`config.mk`:
```
export PLATFORM = sky130hd
export DESIGN_NAME = cuo_unit
export DESIGN_NICKNAME = d
export VERILOG_FILES = /design/src/cuo_pkg.sv /design/src/cuo_unit.sv
export SDC_FILE = /design/constraint.sdc
export NUM_CORES = 1
export LEC_CHECK = 0
export CORE_ASPECT_RATIO = 2
export CORE_MARGIN = 10
export CORE_UTILIZATION = 30
export DETAILED_ROUTE_END_ITERATION = 8
export DONT_BUFFER_PORTS = 1
export HOLD_SLACK_MARGIN = 0.03
export PLACE_DENSITY = 0.5
export SYNTH_ARGS = -nofsm -noshare
export SYNTH_HDL_FRONTEND = slang
export SYNTH_SLANG_ARGS = --single-unit
```
`constraint.sdc`:
```
create_clock -name clock -period 3.5 [get_ports clock]
set_clock_uncertainty 0.15 [all_clocks]
set_input_delay 0.175 -clock clock [delete_from_list [all_inputs] [get_ports clock]]
set_output_delay 0.175 -clock clock [all_outputs]
set_load 0.02 [all_outputs]
```
`src/cuo_pkg.sv`:
```
// constants shared by the compare and pwm output unit
package cuo_pkg;
  // register indices on the plain register port
  localparam logic [2:0] ADR_CTL = 3'h0; // unit_control
  localparam logic [2:0] ADR_CVL = 3'h1; // compare_value_low
  localparam logic [2:0] ADR_CVH = 3'h2; // compare_value_high
  localparam logic [2:0] ADR_IEN = 3'h3; // peripheral_irq_enable_one
  localparam logic [2:0] ADR_FLG = 3'h4; // peripheral_irq_flags_one
  localparam logic [2:0] ADR_PER = 3'h5; // pwm_period_value
  localparam logic [2:0] ADR_TBC = 3'h6; // timer_b_control
  localparam logic [2:0] ADR_TBV = 3'h7; // timer_b_count
  // flag and enable bit positions
  localparam int FLG_TA = 0; // timer_a_overflow_flag
  localparam int FLG_TB = 1; // timer b period match flag
  localparam int FLG_UNIT = 2; // unit_event_flag
  // unit_control and timer_b_control fields
  localparam int DLB_LO = 4; // duty_low_bits lsb
  localparam int TBC_ON = 2; // timer b run bit
  // mode_select_field encodings
  localparam logic [3:0] MD_OFF = 4'h0; // unit off
  localparam logic [3:0] MD_TOG = 4'h2; // toggle on match
  localparam logic [3:0] MD_SET = 4'h8; // set on match
  localparam logic [3:0] MD_CLR = 4'h9; // clear on match
  localparam logic [3:0] MD_SWI = 4'ha; // software event only
  localparam logic [3:0] MD_TRG = 4'hb; // special trigger
  localparam logic [1:0] MD_PWM = 2'h3; // pwm when top bits are 11
  // timer b sub counter limits: 4 phases times prescale
  localparam logic [5:0] SUB_P1 = 6'h03; // prescale 1
  localparam logic [5:0] SUB_P4 = 6'h0f; // prescale 4
  localparam logic [5:0] SUB_P16 = 6'h3f; // prescale 16
  // reset values
  localparam logic [7:0] RST_BYTE = 8'h00; // all registers but the period register clear
  localparam logic [7:0] RST_PER = 8'hff; // period register
endpackage : cuo_pkg

```
`src/cuo_unit.sv`:
```
// compare and pwm output unit with its register file and timer b
`timescale 1ns/1ns
`default_nettype none
module cuo_unit (
  input wire logic clock, // system clock, 125 MHz
  input wire logic rst_n, // synchronous reset, active low
  input wire logic [2:0] addr, // register index
  input wire logic [7:0] wdata, // write data
  input wire logic wr, // write strobe
  input wire logic rd, // read strobe
  output logic [7:0] rdata, // read data, cycle after rd
  input wire logic [15:0] timer_a_count, // timer a count pair
  input wire logic timer_a_tick, // timer a clock rising edge
  input wire logic timer_a_ovf, // timer a rollover pulse
  input wire logic adc_enable, // converter is enabled
  input wire logic sleep, // system clock stopped
  output logic timer_a_clear, // clear timer a, one pulse
  output logic special_trigger, // trigger pulse on match
  output logic adc_start, // conversion request pulse
  output logic unit_irq, // interrupt request level
  output logic pin_out, // output_unit pin level
  output logic pin_oe // high while unit drives pin
);
  // register file
  logic [7:0] ctl_r, ctl_nxt; // unit_control
  logic [7:0] cvl_r, cvl_nxt; // compare_value_low
  logic [7:0] cvh_r, cvh_nxt; // compare_value_high
  logic [7:0] ien_r, ien_nxt; // irq enables
  logic [7:0] flg_r, flg_nxt; // irq flags
  logic [7:0] per_r, per_nxt; // pwm_period_value
  logic [7:0] tbc_r, tbc_nxt; // timer_b_control
  logic [7:0] rdata_r, rdata_nxt; // read data
  // timer b and pwm state
  logic [7:0] tmrb_r, tmrb_nxt; // timer_b_count
  logic [5:0] sub_r, sub_nxt; // phase and prescale counter
  logic [1:0] dlat_r, dlat_nxt; // latched duty low bits
  logic pwm_r, pwm_nxt; // pwm pin level
  // compare state
  logic cmp_r, cmp_nxt; // compare output latch
  logic eqp_r, eqp_nxt; // equality seen last cycle
  logic pend_r, pend_nxt; // timer a clear pending
  logic tac_r, tac_nxt; // timer a clear pulse
  logic trg_r, trg_nxt; // trigger pulse
  logic adc_r, adc_nxt; // conversion pulse
  logic irq_r, irq_nxt; // interrupt level
  logic out_r, out_nxt; // pin level
  logic oe_r, oe_nxt; // pin enable
  // decode
  logic [3:0] mode; // mode_select_field
  logic is_pwm; // pwm selected
  logic is_cmp; // any compare mode
  logic eq; // compare value equals timer a
  logic hit; // new match event
  logic [5:0] sub_lim; // sub counter wrap value
  logic [1:0] tb_lo; // low bits of next 10-bit time base

  assign mode = ctl_r[3:0];
  assign is_pwm = mode[3:2] == cuo_pkg::MD_PWM;
  assign is_cmp = mode == cuo_pkg::MD_TOG || mode[3:1] == cuo_pkg::MD_SET[3:1]
    || mode[3:1] == cuo_pkg::MD_SWI[3:1];
  // continuous 16-bit compare
  assign eq = timer_a_count == {cvh_r, cvl_r};
  // a match counts once, when equality starts; frozen in sleep
  assign hit = is_cmp && eq && !eqp_r && !sleep;

  // sub counter wrap by prescale
  always_comb begin
    case (tbc_r[1:0])
      2'h0: begin
        sub_lim = cuo_pkg::SUB_P1;
      end
      2'h1: begin
        sub_lim = cuo_pkg::SUB_P4;
      end
      default: begin
        sub_lim = cuo_pkg::SUB_P16;
      end
    endcase
  end

  // next state: registers, compare, timer b, pwm
  always_comb begin
    ctl_nxt = ctl_r;
    cvl_nxt = cvl_r;
    cvh_nxt = cvh_r;
    ien_nxt = ien_r;
    flg_nxt = flg_r;
    per_nxt = per_r;
    tbc_nxt = tbc_r;
    tmrb_nxt = tmrb_r;
    sub_nxt = sub_r;
    dlat_nxt = dlat_r;
    pwm_nxt = pwm_r;
    cmp_nxt = cmp_r;
    eqp_nxt = sleep ? eqp_r : eq;
    pend_nxt = pend_r;
    tac_nxt = 1'b0;
    trg_nxt = 1'b0;
    adc_nxt = 1'b0;
    tb_lo = 2'h0;
    rdata_nxt = cuo_pkg::RST_BYTE;
    // register reads, data in the following cycle
    if (rd) begin
      case (addr)
        cuo_pkg::ADR_CTL: rdata_nxt = ctl_r;
        cuo_pkg::ADR_CVL: rdata_nxt = cvl_r;
        cuo_pkg::ADR_CVH: rdata_nxt = cvh_r;
        cuo_pkg::ADR_IEN: rdata_nxt = ien_r;
        cuo_pkg::ADR_FLG: rdata_nxt = flg_r;
        cuo_pkg::ADR_PER: rdata_nxt = per_r;
        cuo_pkg::ADR_TBC: rdata_nxt = tbc_r;
        default: rdata_nxt = tmrb_r;
      endcase
    end
    // register writes; hardware sets below win over these
    if (wr) begin
      case (addr)
        cuo_pkg::ADR_CTL: begin
          ctl_nxt = wdata;
          if (wdata == cuo_pkg::RST_BYTE) begin
            cmp_nxt = 1'b0;
            pwm_nxt = 1'b0;
            pend_nxt = 1'b0;
          end
        end
        cuo_pkg::ADR_CVL: cvl_nxt = wdata;
        cuo_pkg::ADR_CVH: begin
          if (!is_pwm) begin
            cvh_nxt = wdata; // read only in pwm
          end
        end
        cuo_pkg::ADR_IEN: ien_nxt = wdata;
        cuo_pkg::ADR_FLG: flg_nxt = wdata; // software clears
        cuo_pkg::ADR_PER: per_nxt = wdata;
        cuo_pkg::ADR_TBC: tbc_nxt = wdata;
        default: tmrb_nxt = wdata;
      endcase
    end
    // compare match actions
    if (hit) begin
      flg_nxt[cuo_pkg::FLG_UNIT] = 1'b1;
      case (mode)
        cuo_pkg::MD_TOG: cmp_nxt = !cmp_r;
        cuo_pkg::MD_SET: cmp_nxt = 1'b1;
        cuo_pkg::MD_CLR: cmp_nxt = 1'b0;
        cuo_pkg::MD_TRG: begin
          trg_nxt = 1'b1;
          pend_nxt = 1'b1;
          adc_nxt = adc_enable;
        end
        default: cmp_nxt = cmp_r; // event only
      endcase
    end
    // pending timer a clear waits for the timer clock edge
    if (pend_r && !sleep) begin
      if (!eq) begin
        pend_nxt = 1'b0;
      end else if (timer_a_tick) begin
        tac_nxt = 1'b1;
        pend_nxt = 1'b0;
      end
    end
    // only a real rollover sets the overflow flag
    if (timer_a_ovf) begin
      flg_nxt[cuo_pkg::FLG_TA] = 1'b1;
    end
    // timer b: four phases per count times prescale
    if (tbc_r[cuo_pkg::TBC_ON] && !sleep) begin
      if (sub_r >= sub_lim) begin
        sub_nxt = 6'h00;
        if (tmrb_r == per_r) begin
          tmrb_nxt = 8'h00;
          flg_nxt[cuo_pkg::FLG_TB] = 1'b1;
          // outside pwm the high byte is the compare value, keep it
          if (is_pwm) begin
            cvh_nxt = cvl_r; // double buffer
            dlat_nxt = ctl_r[cuo_pkg::DLB_LO+:2];
          end
          pwm_nxt = {cvl_r, ctl_r[cuo_pkg::DLB_LO+:2]} != 10'h000;
        end else begin
          tmrb_nxt = tmrb_r + 8'h01;
        end
      end else begin
        sub_nxt = sub_r + 6'h01;
      end
      // low bits of the time base after this cycle, by prescale
      case (tbc_r[1:0])
        2'h0: tb_lo = sub_nxt[1:0];
        2'h1: tb_lo = sub_nxt[3:2];
        default: tb_lo = sub_nxt[5:4];
      endcase
      // pin drops in the first cycle the time base equals the duty
      if (is_pwm && {tmrb_nxt, tb_lo} == {cvh_nxt, dlat_nxt}) begin
        pwm_nxt = 1'b0;
      end
    end
    // pin drive follows the next mode; trigger and event modes float
    oe_nxt = ctl_nxt[3:2] == cuo_pkg::MD_PWM || ctl_nxt[3:0] == cuo_pkg::MD_TOG
      || ctl_nxt[3:1] == cuo_pkg::MD_SET[3:1];
    out_nxt = oe_nxt && (ctl_nxt[3:2] == cuo_pkg::MD_PWM ? pwm_nxt : cmp_nxt);
    irq_nxt = |(flg_nxt & ien_nxt);
  end

  // register every state bit; reset clears control
  always_ff @(posedge clock) begin
    if (!rst_n) begin
      ctl_r <= cuo_pkg::RST_BYTE;
      cvl_r <= cuo_pkg::RST_BYTE;
      cvh_r <= cuo_pkg::RST_BYTE;
      ien_r <= cuo_pkg::RST_BYTE;
      flg_r <= cuo_pkg::RST_BYTE;
      per_r <= cuo_pkg::RST_PER;
      tbc_r <= cuo_pkg::RST_BYTE;
      rdata_r <= cuo_pkg::RST_BYTE;
      tmrb_r <= cuo_pkg::RST_BYTE;
      sub_r <= 6'h00;
      dlat_r <= 2'h0;
      pwm_r <= 1'b0;
      cmp_r <= 1'b0;
      eqp_r <= 1'b0;
      pend_r <= 1'b0;
      tac_r <= 1'b0;
      trg_r <= 1'b0;
      adc_r <= 1'b0;
      irq_r <= 1'b0;
      out_r <= 1'b0;
      oe_r <= 1'b0;
    end else begin
      ctl_r <= ctl_nxt;
      cvl_r <= cvl_nxt;
      cvh_r <= cvh_nxt;
      ien_r <= ien_nxt;
      flg_r <= flg_nxt;
      per_r <= per_nxt;
      tbc_r <= tbc_nxt;
      rdata_r <= rdata_nxt;
      tmrb_r <= tmrb_nxt;
      sub_r <= sub_nxt;
      dlat_r <= dlat_nxt;
      pwm_r <= pwm_nxt;
      cmp_r <= cmp_nxt;
      eqp_r <= eqp_nxt;
      pend_r <= pend_nxt;
      tac_r <= tac_nxt;
      trg_r <= trg_nxt;
      adc_r <= adc_nxt;
      irq_r <= irq_nxt;
      out_r <= out_nxt;
      oe_r <= oe_nxt;
    end
  end

  // outputs straight from flip-flops
  assign rdata = rdata_r;
  assign timer_a_clear = tac_r;
  assign special_trigger = trg_r;
  assign adc_start = adc_r;
  assign unit_irq = irq_r;
  assign pin_out = out_r;
  assign pin_oe = oe_r;
endmodule : cuo_unit
`default_nettype wire

```
==> results.yml, run 1 <==
drt:
  wire_per_inst_microns: 21.25
  dr.pass1.iters: 5
  vias: 4997
  wl_microns: 18790
  ant_nets: 0
  drt_iter0_drc: 434
  drc: 0
  viasPerCell: 5.653
worst_setup_path:
  arrival_ns: 3.19
  crit_path_start_kind: "flop"
  crit_required_ns: 3.58
  r2r_setup_slack_ns: 0.39
  path_class: "reg -> reg"
  r2r_cells: 11
  r2r-end: "pin_out$_SDFF_PN0_"
  timing.rr.start: "tbc_r[1]$_SDFFE_PN0P_"
  end_kind: "flop"
  cp_max_fo: 10
run:
  drv_cap: 0
synthesis:
  synth_top_family_by_area: "simple AND/OR/NAND/NOR gates"
  synth_edf_count: 0
  synth.distinct_cells: 68
  synth_compound_area_frac: 0.1863
  synthCells: 662
  yosysMostFrequentCell: "nand2_1"
  synth.area.top_cells: "dfxtp_1, nand2_1, a21oi_1, mux2i_1, nor2_1"
  synth_xor_area_frac: 0.06411
  synth_area_sq_um: 5191
  synthTopCellsByCount: "nand2_1, dfxtp_1, a21oi_1"
  synth_mux_area_frac: 0.09424
  async_reset_ff_frac: 0
  synthFlopType: "dfxtp_1"
  ys_ff_latch: 90
  synth.net_count: 701
  seq_area_frac_synth: 0.3471
  netlist.area_leader.share: 0.3471
  synth_area_per_cell_sq_um: 7.842
  yosysWarnings: 0
  synthAdderAreaFrac: 0.009641
  synth.largest_area_cell: "dfxtp_1"
  synthSimpleGateAreaFrac: 0.2502
grt:
  first_global_vias: 4623
  grt-ovfl-total: 0
  grt_max_degree: 54
  grt_use_total: 0.1581
  grt_pass1_wl_microns: 28380
  antenna_found_initial: 0
worst_hold_path:
  hold_class: "in -> reg"
  hp-start: "sleep"
  min_path_cells: 3
  hold_path_end: "sub_r[1]$_SDFFE_PN0P_"
clock_network:
  cts_tree: "done"
  post_cts_buffers: 0
  clk_latency_ns: 0.36
  post_cts_resized: 0
  clock_sinks: 90
  cts_buffers: 9
  cts.clk_slew.worst_paths_ns: 0.07
  cts_htree_levels: 3
  clock_path_buffers: 2
  cts_root_buffer: "clkbuf_16"
  postCtsHoldBufs: 20
sta:
  slew_violations: 0
  rsz0062_at_grt: "no"
  final.setup.tns_ns: 0
  setup_violations: 0
  period_share: 0.8880
  fin_hold_ws_ns: 0.03135
  max_slew.worst_pin.slew_ns: 0.8335
  worst_slack_ns: 0.3919
  min_period_ns: 3.108
  hold_violations: 0
  slew_headroom: 0.4438
  timing.fmax_mhz: 321.7
run_status:
  status: "complete, no violations"
place:
  gp_congestion: 0.8534
  place_ws_ns: 0.4238
  postPlaceCellArea_sq_um: 5398
  dp.cells: 847
  dp_hpwl_microns: 12740
  io_buffer_count: 0
floorplanning:
  boundaryPins: 49
  start_util: 0.3036
  die_h_microns: 206.0
  coreArea_sq_um: 17100
  die_area_sq_um: 23280
  die_width_microns: 113.0
  rows: 68
cells_and_area:
  instances_no_fill: 884
  syn2layout_area_growth_pct: 14.15
  nets: 707
  final_area_sq_um: 5926
  drive_gt1_frac: 0.1114
power:
  p_leak_uw: 0.002277
  vdd_drop_max_uv: 227.3
  power_density_nw_per_um2: 404.0
==> cells in the final DEF (no fill, tap or decap), drive strengths merged, types with 12 or more instances in the layout <==
master and n:
mux2 14, nor2 66, inv 13, dfxtp 90, o22ai 12, nand3 24
nor3 17, dlygate4sd3 20, o21ai 24, buf 21, nand2 121, xor2 25
xnor2 13, nor4 14, a21oi 66, mux2i 26
==> cells by family after synthesis <==
logic type	Yosys count
fa+ha+maj	4
compound gates	148
simple gates	283
buf+inv	56
xor+xnor	38
mux	43
flops	90
==> report_power, final <==
part / switching, uW / total, uW / leakage [uW] / internal [uW]
Clock: 456 / 1090 / 0.000156 / 637
Combinational: 130 / 222 / 0.00139 / 92.2
Sequential: 31.7 / 1080 / 0.000729 / 1050
==> final cells by class <==
cell class	instances	area [sq um]
Clock buffer	10	229.0
Inverter	10	37.54
Antenna cell	1	2.502
Clock inverter	6	96.34
Fill cell	1805	11180
Timing Repair Buffer	41	357.8
Sequential cell	90	1802
Multi-Input combinational cell	516	3138
Tap cell	210	262.8
==> how the worst max path moves through the flow <==
stage | endpoint | start
after CTS | pin_out$_SDFF_PN0_ | tbc_r[1]$_SDFFE_PN0P_
after global placement | pin_out$_SDFF_PN0_ | tbc_r[1]$_SDFFE_PN0P_
after floorplan | pin_out$_SDFF_PN0_ | tbc_r[1]$_SDFFE_PN0P_
final | pin_out$_SDFF_PN0_ | tbc_r[1]$_SDFFE_PN0P_
after detailed placement | pwm_r$_SDFF_PN0_ | tbc_r[1]$_SDFFE_PN0P_
after global routing | pwm_r$_SDFF_PN0_ | tbc_r[1]$_SDFFE_PN0P_
==> layer usage <==
layer	up-vias	part of all wire	track usage
li1	2351	-	-
met2	226	0.47	0.2514
met4	0	0.029	0.07058
met3	32	0.093	0.04621
met1	2388	0.41	0.1919
met5	-	0	0
==> worst max-delay path, stage by stage, from the launching register on <==
cell      delay [ns]
dfxtp_1         0.33
inv_1           0.07
ha_1            0.28
or2_2           0.29
a21oi_1         0.24
or2_1           0.40
o31ai_1         0.16
a221oi_2        0.39
xor2_1          0.12
nor4_1          0.27
a41o_1          0.24
a21oi_2         0.06
==> stage by stage <==
stage / util / power (uW)
global route: 0.3464 / 2460
floorplan: - / 1254
CTS: 0.3464 / 2403
global placement: 0.3156 / 1280
finish: 0.3465 / 2394
detailed placement: 0.3156 / 1281
Note: power is estimated with default switching activity, not from simulation.
==> inputs of run 2 (changes only) <==
==> constraint.sdc (replaced) <==
create_clock -name clock -period 3.5 [get_ports clock]
set_clock_uncertainty 0.15 [all_clocks]
set_input_delay 0.35 -clock clock [delete_from_list [all_inputs] [get_ports clock]]
set_output_delay 0.35 -clock clock [all_outputs]
set_load 0.02 [all_outputs]
==> run 2 against run 1 <==
Compared with the run above: hold slack better by 0.017 ns; combinational power is 5% lower; design area is 1.3% lower; clock power is 9.9% lower; non-clock buffer count is 4 lower; utilization is 0.46 points lower; setup slack worse by 0.021 ns; largest cell class unchanged; largest power group is now sequential cells.
==> results.yml, run 2 (synthesis gave the netlist of run 1 again) <==
clock_network:
  clock_path_buffers: 2
  cts.clk_slew.worst_paths_ns: 0.07
  cts_root_buffer: "clkbuf_16"
  cts_tree: "done"
  post_cts_resized: 0
  post_cts_buffers: 0
  clock_sinks: 90
  cts_buffers: 9
  cts_htree_levels: 3
  clk_latency_ns: 0.34
sta:
  hold_violations: 0
  min_period_ns: 3.129
  final.setup.tns_ns: 0
  timing.fmax_mhz: 319.5
  slew_violations: 0
  period_share: 0.8941
  setup_violations: 0
  slew_headroom: 0.4621
  rsz0062_at_grt: "no"
  fin_hold_ws_ns: 0.04809
  max_slew.worst_pin.slew_ns: 0.7983
worst_hold_path:
  hold_class: "in -> reg"
drt:
  wl_microns: 18540
  vias: 4894
  ant_nets: 0
  drc: 0
  viasPerCell: 5.568
  wire_per_inst_microns: 21.09
  dr.pass1.iters: 6
  drt_iter0_drc: 426
grt:
  first_global_vias: 4609
  grt_pass1_wl_microns: 28260
  antenna_found_initial: 0
  grt-ovfl-total: 0
  grt_use_total: 0.1567
  grt_max_degree: 36
place:
  gp_congestion: 0.8774
  dp_hpwl_microns: 12830
  io_buffer_count: 0
floorplanning:
  die_area_sq_um: 23280
  start_util: 0.3036
  boundaryPins: 49
  coreArea_sq_um: 17100
  die_width_microns: 113.0
  rows: 68
  die_h_microns: 206.0
cells_and_area:
  drive_gt1_frac: 0.1136
  nets: 703
  syn2layout_area_growth_pct: 12.63
  final_util: 0.3419
  fillCellCount: 1803
  diodes: 0
  layout_commonest_cell: "nand2_1"
  layout_common_cells: "nand2_1, dfxtp_1, a21oi_1"
power:
  clkPwrFrac: 0.432
  seqPwrFrac: 0.475
  power_density_nw_per_um2: 388.6
  power.internal_uw: 1697
  netSwitchingPower_uw: 575.0
  p_leak_uw: 0.002249
  combPwrFrac: 0.093
  vdd_drop_max_uv: 241.6
  power.share.switching: 0.2531
run_status:
  status: "complete, no violations"
worst_setup_path:
  crit_required_ns: 3.56
  crit_path_start_kind: "flop"
  cp_max_fo: 10
  end_kind: "flop"
  arrival_ns: 3.19
  r2r_setup_slack_ns: 0.37
  path_class: "reg -> reg"
run:
  drv_cap: 0
run 2: worst max-delay path, cell delays in order, from the launching register on:
cell and delay (ns):
dfxtp_1 0.33, inv_1 0.07, ha_1 0.28, or2_2 0.29
a21oi_1 0.25, or2_1 0.40, o31ai_1 0.16, a221oi_2 0.38
xor2_1 0.11, nor4_1 0.27, a41o_1 0.25, a21oi_2 0.06
run 2: layer usage:
| layer | routed length [microns] | track usage | up-vias |
|---|---|---|---|
| met5 | 0 | 0 | - |
| met4 | 381 | 0.05874 | 0 |
| met3 | 1638 | 0.04185 | 25 |
| met2 | 8842 | 0.2545 | 200 |
| met1 | 7675 | 0.1924 | 2330 |
| li1 | - | - | 2339 |
run 2: path summary, 6_finish.rpt:
check	startpoint	endpoint	depth (start not counted)
worst max-delay path	tbc_r[1]$_SDFFE_PN0P_	pin_out$_SDFF_PN0_	11
worst min-delay path	wdata[2]	flg_r[2]$_SDFF_PN0_	2
worst max register to register	tbc_r[1]$_SDFFE_PN0P_	pin_out$_SDFF_PN0_	11
worst min register to register	tbc_r[3]$_SDFFE_PN0P_	tbc_r[3]$_SDFFE_PN0P_	2
run 2: timing repair:
action	in CTS	in global routing
hold buffers	14	0
hold endpoints to repair	55	0
endpoints found under the setup margin	0	0
run 2: cell type report:
class                      instances  area (sq um)  share of cell area
clock buffer                      11         232.7             0.03980
clock inverter                     5         61.31             0.01049
inverter                          10         37.54            0.006420
multi-input combinational        516          3138              0.5367
sequential                        90          1802              0.3082
tap                              210         262.8             0.04494
timing repair buffer              37         312.8             0.05350
run 2: power by group through the flow:
stage / Clock, uW / Sequential [uW] / Combinational [uW]
5_1_grt: 1050 / 1080 / 229
6_report: 982 / 1080 / 211
2_1_floorplan: 0 / 1090 / 161
3_3_place_gp: 0 / 1100 / 179
4_1_cts: 1010 / 1080 / 209
3_5_place_dp: 0 / 1100 / 180
run 2: through the flow:
| stage | instance area, sq um | cells | power [uW] | setup slack, ns |
|---|---|---|---|---|
| 2_1_floorplan | 5191 | 662 | 1254 | 0.7224 |
| 6_report | 5847 | 879 | 2272 | 0.3705 |
| 5_1_grt | 5847 | 879 | 2359 | 0.1483 |
| 3_3_place_gp | 5413 | 849 | 1282 | 0.4894 |
| 4_1_cts | 5847 | 879 | 2297 | 0.3849 |
| 3_5_place_dp | 5413 | 849 | 1283 | 0.4117 |
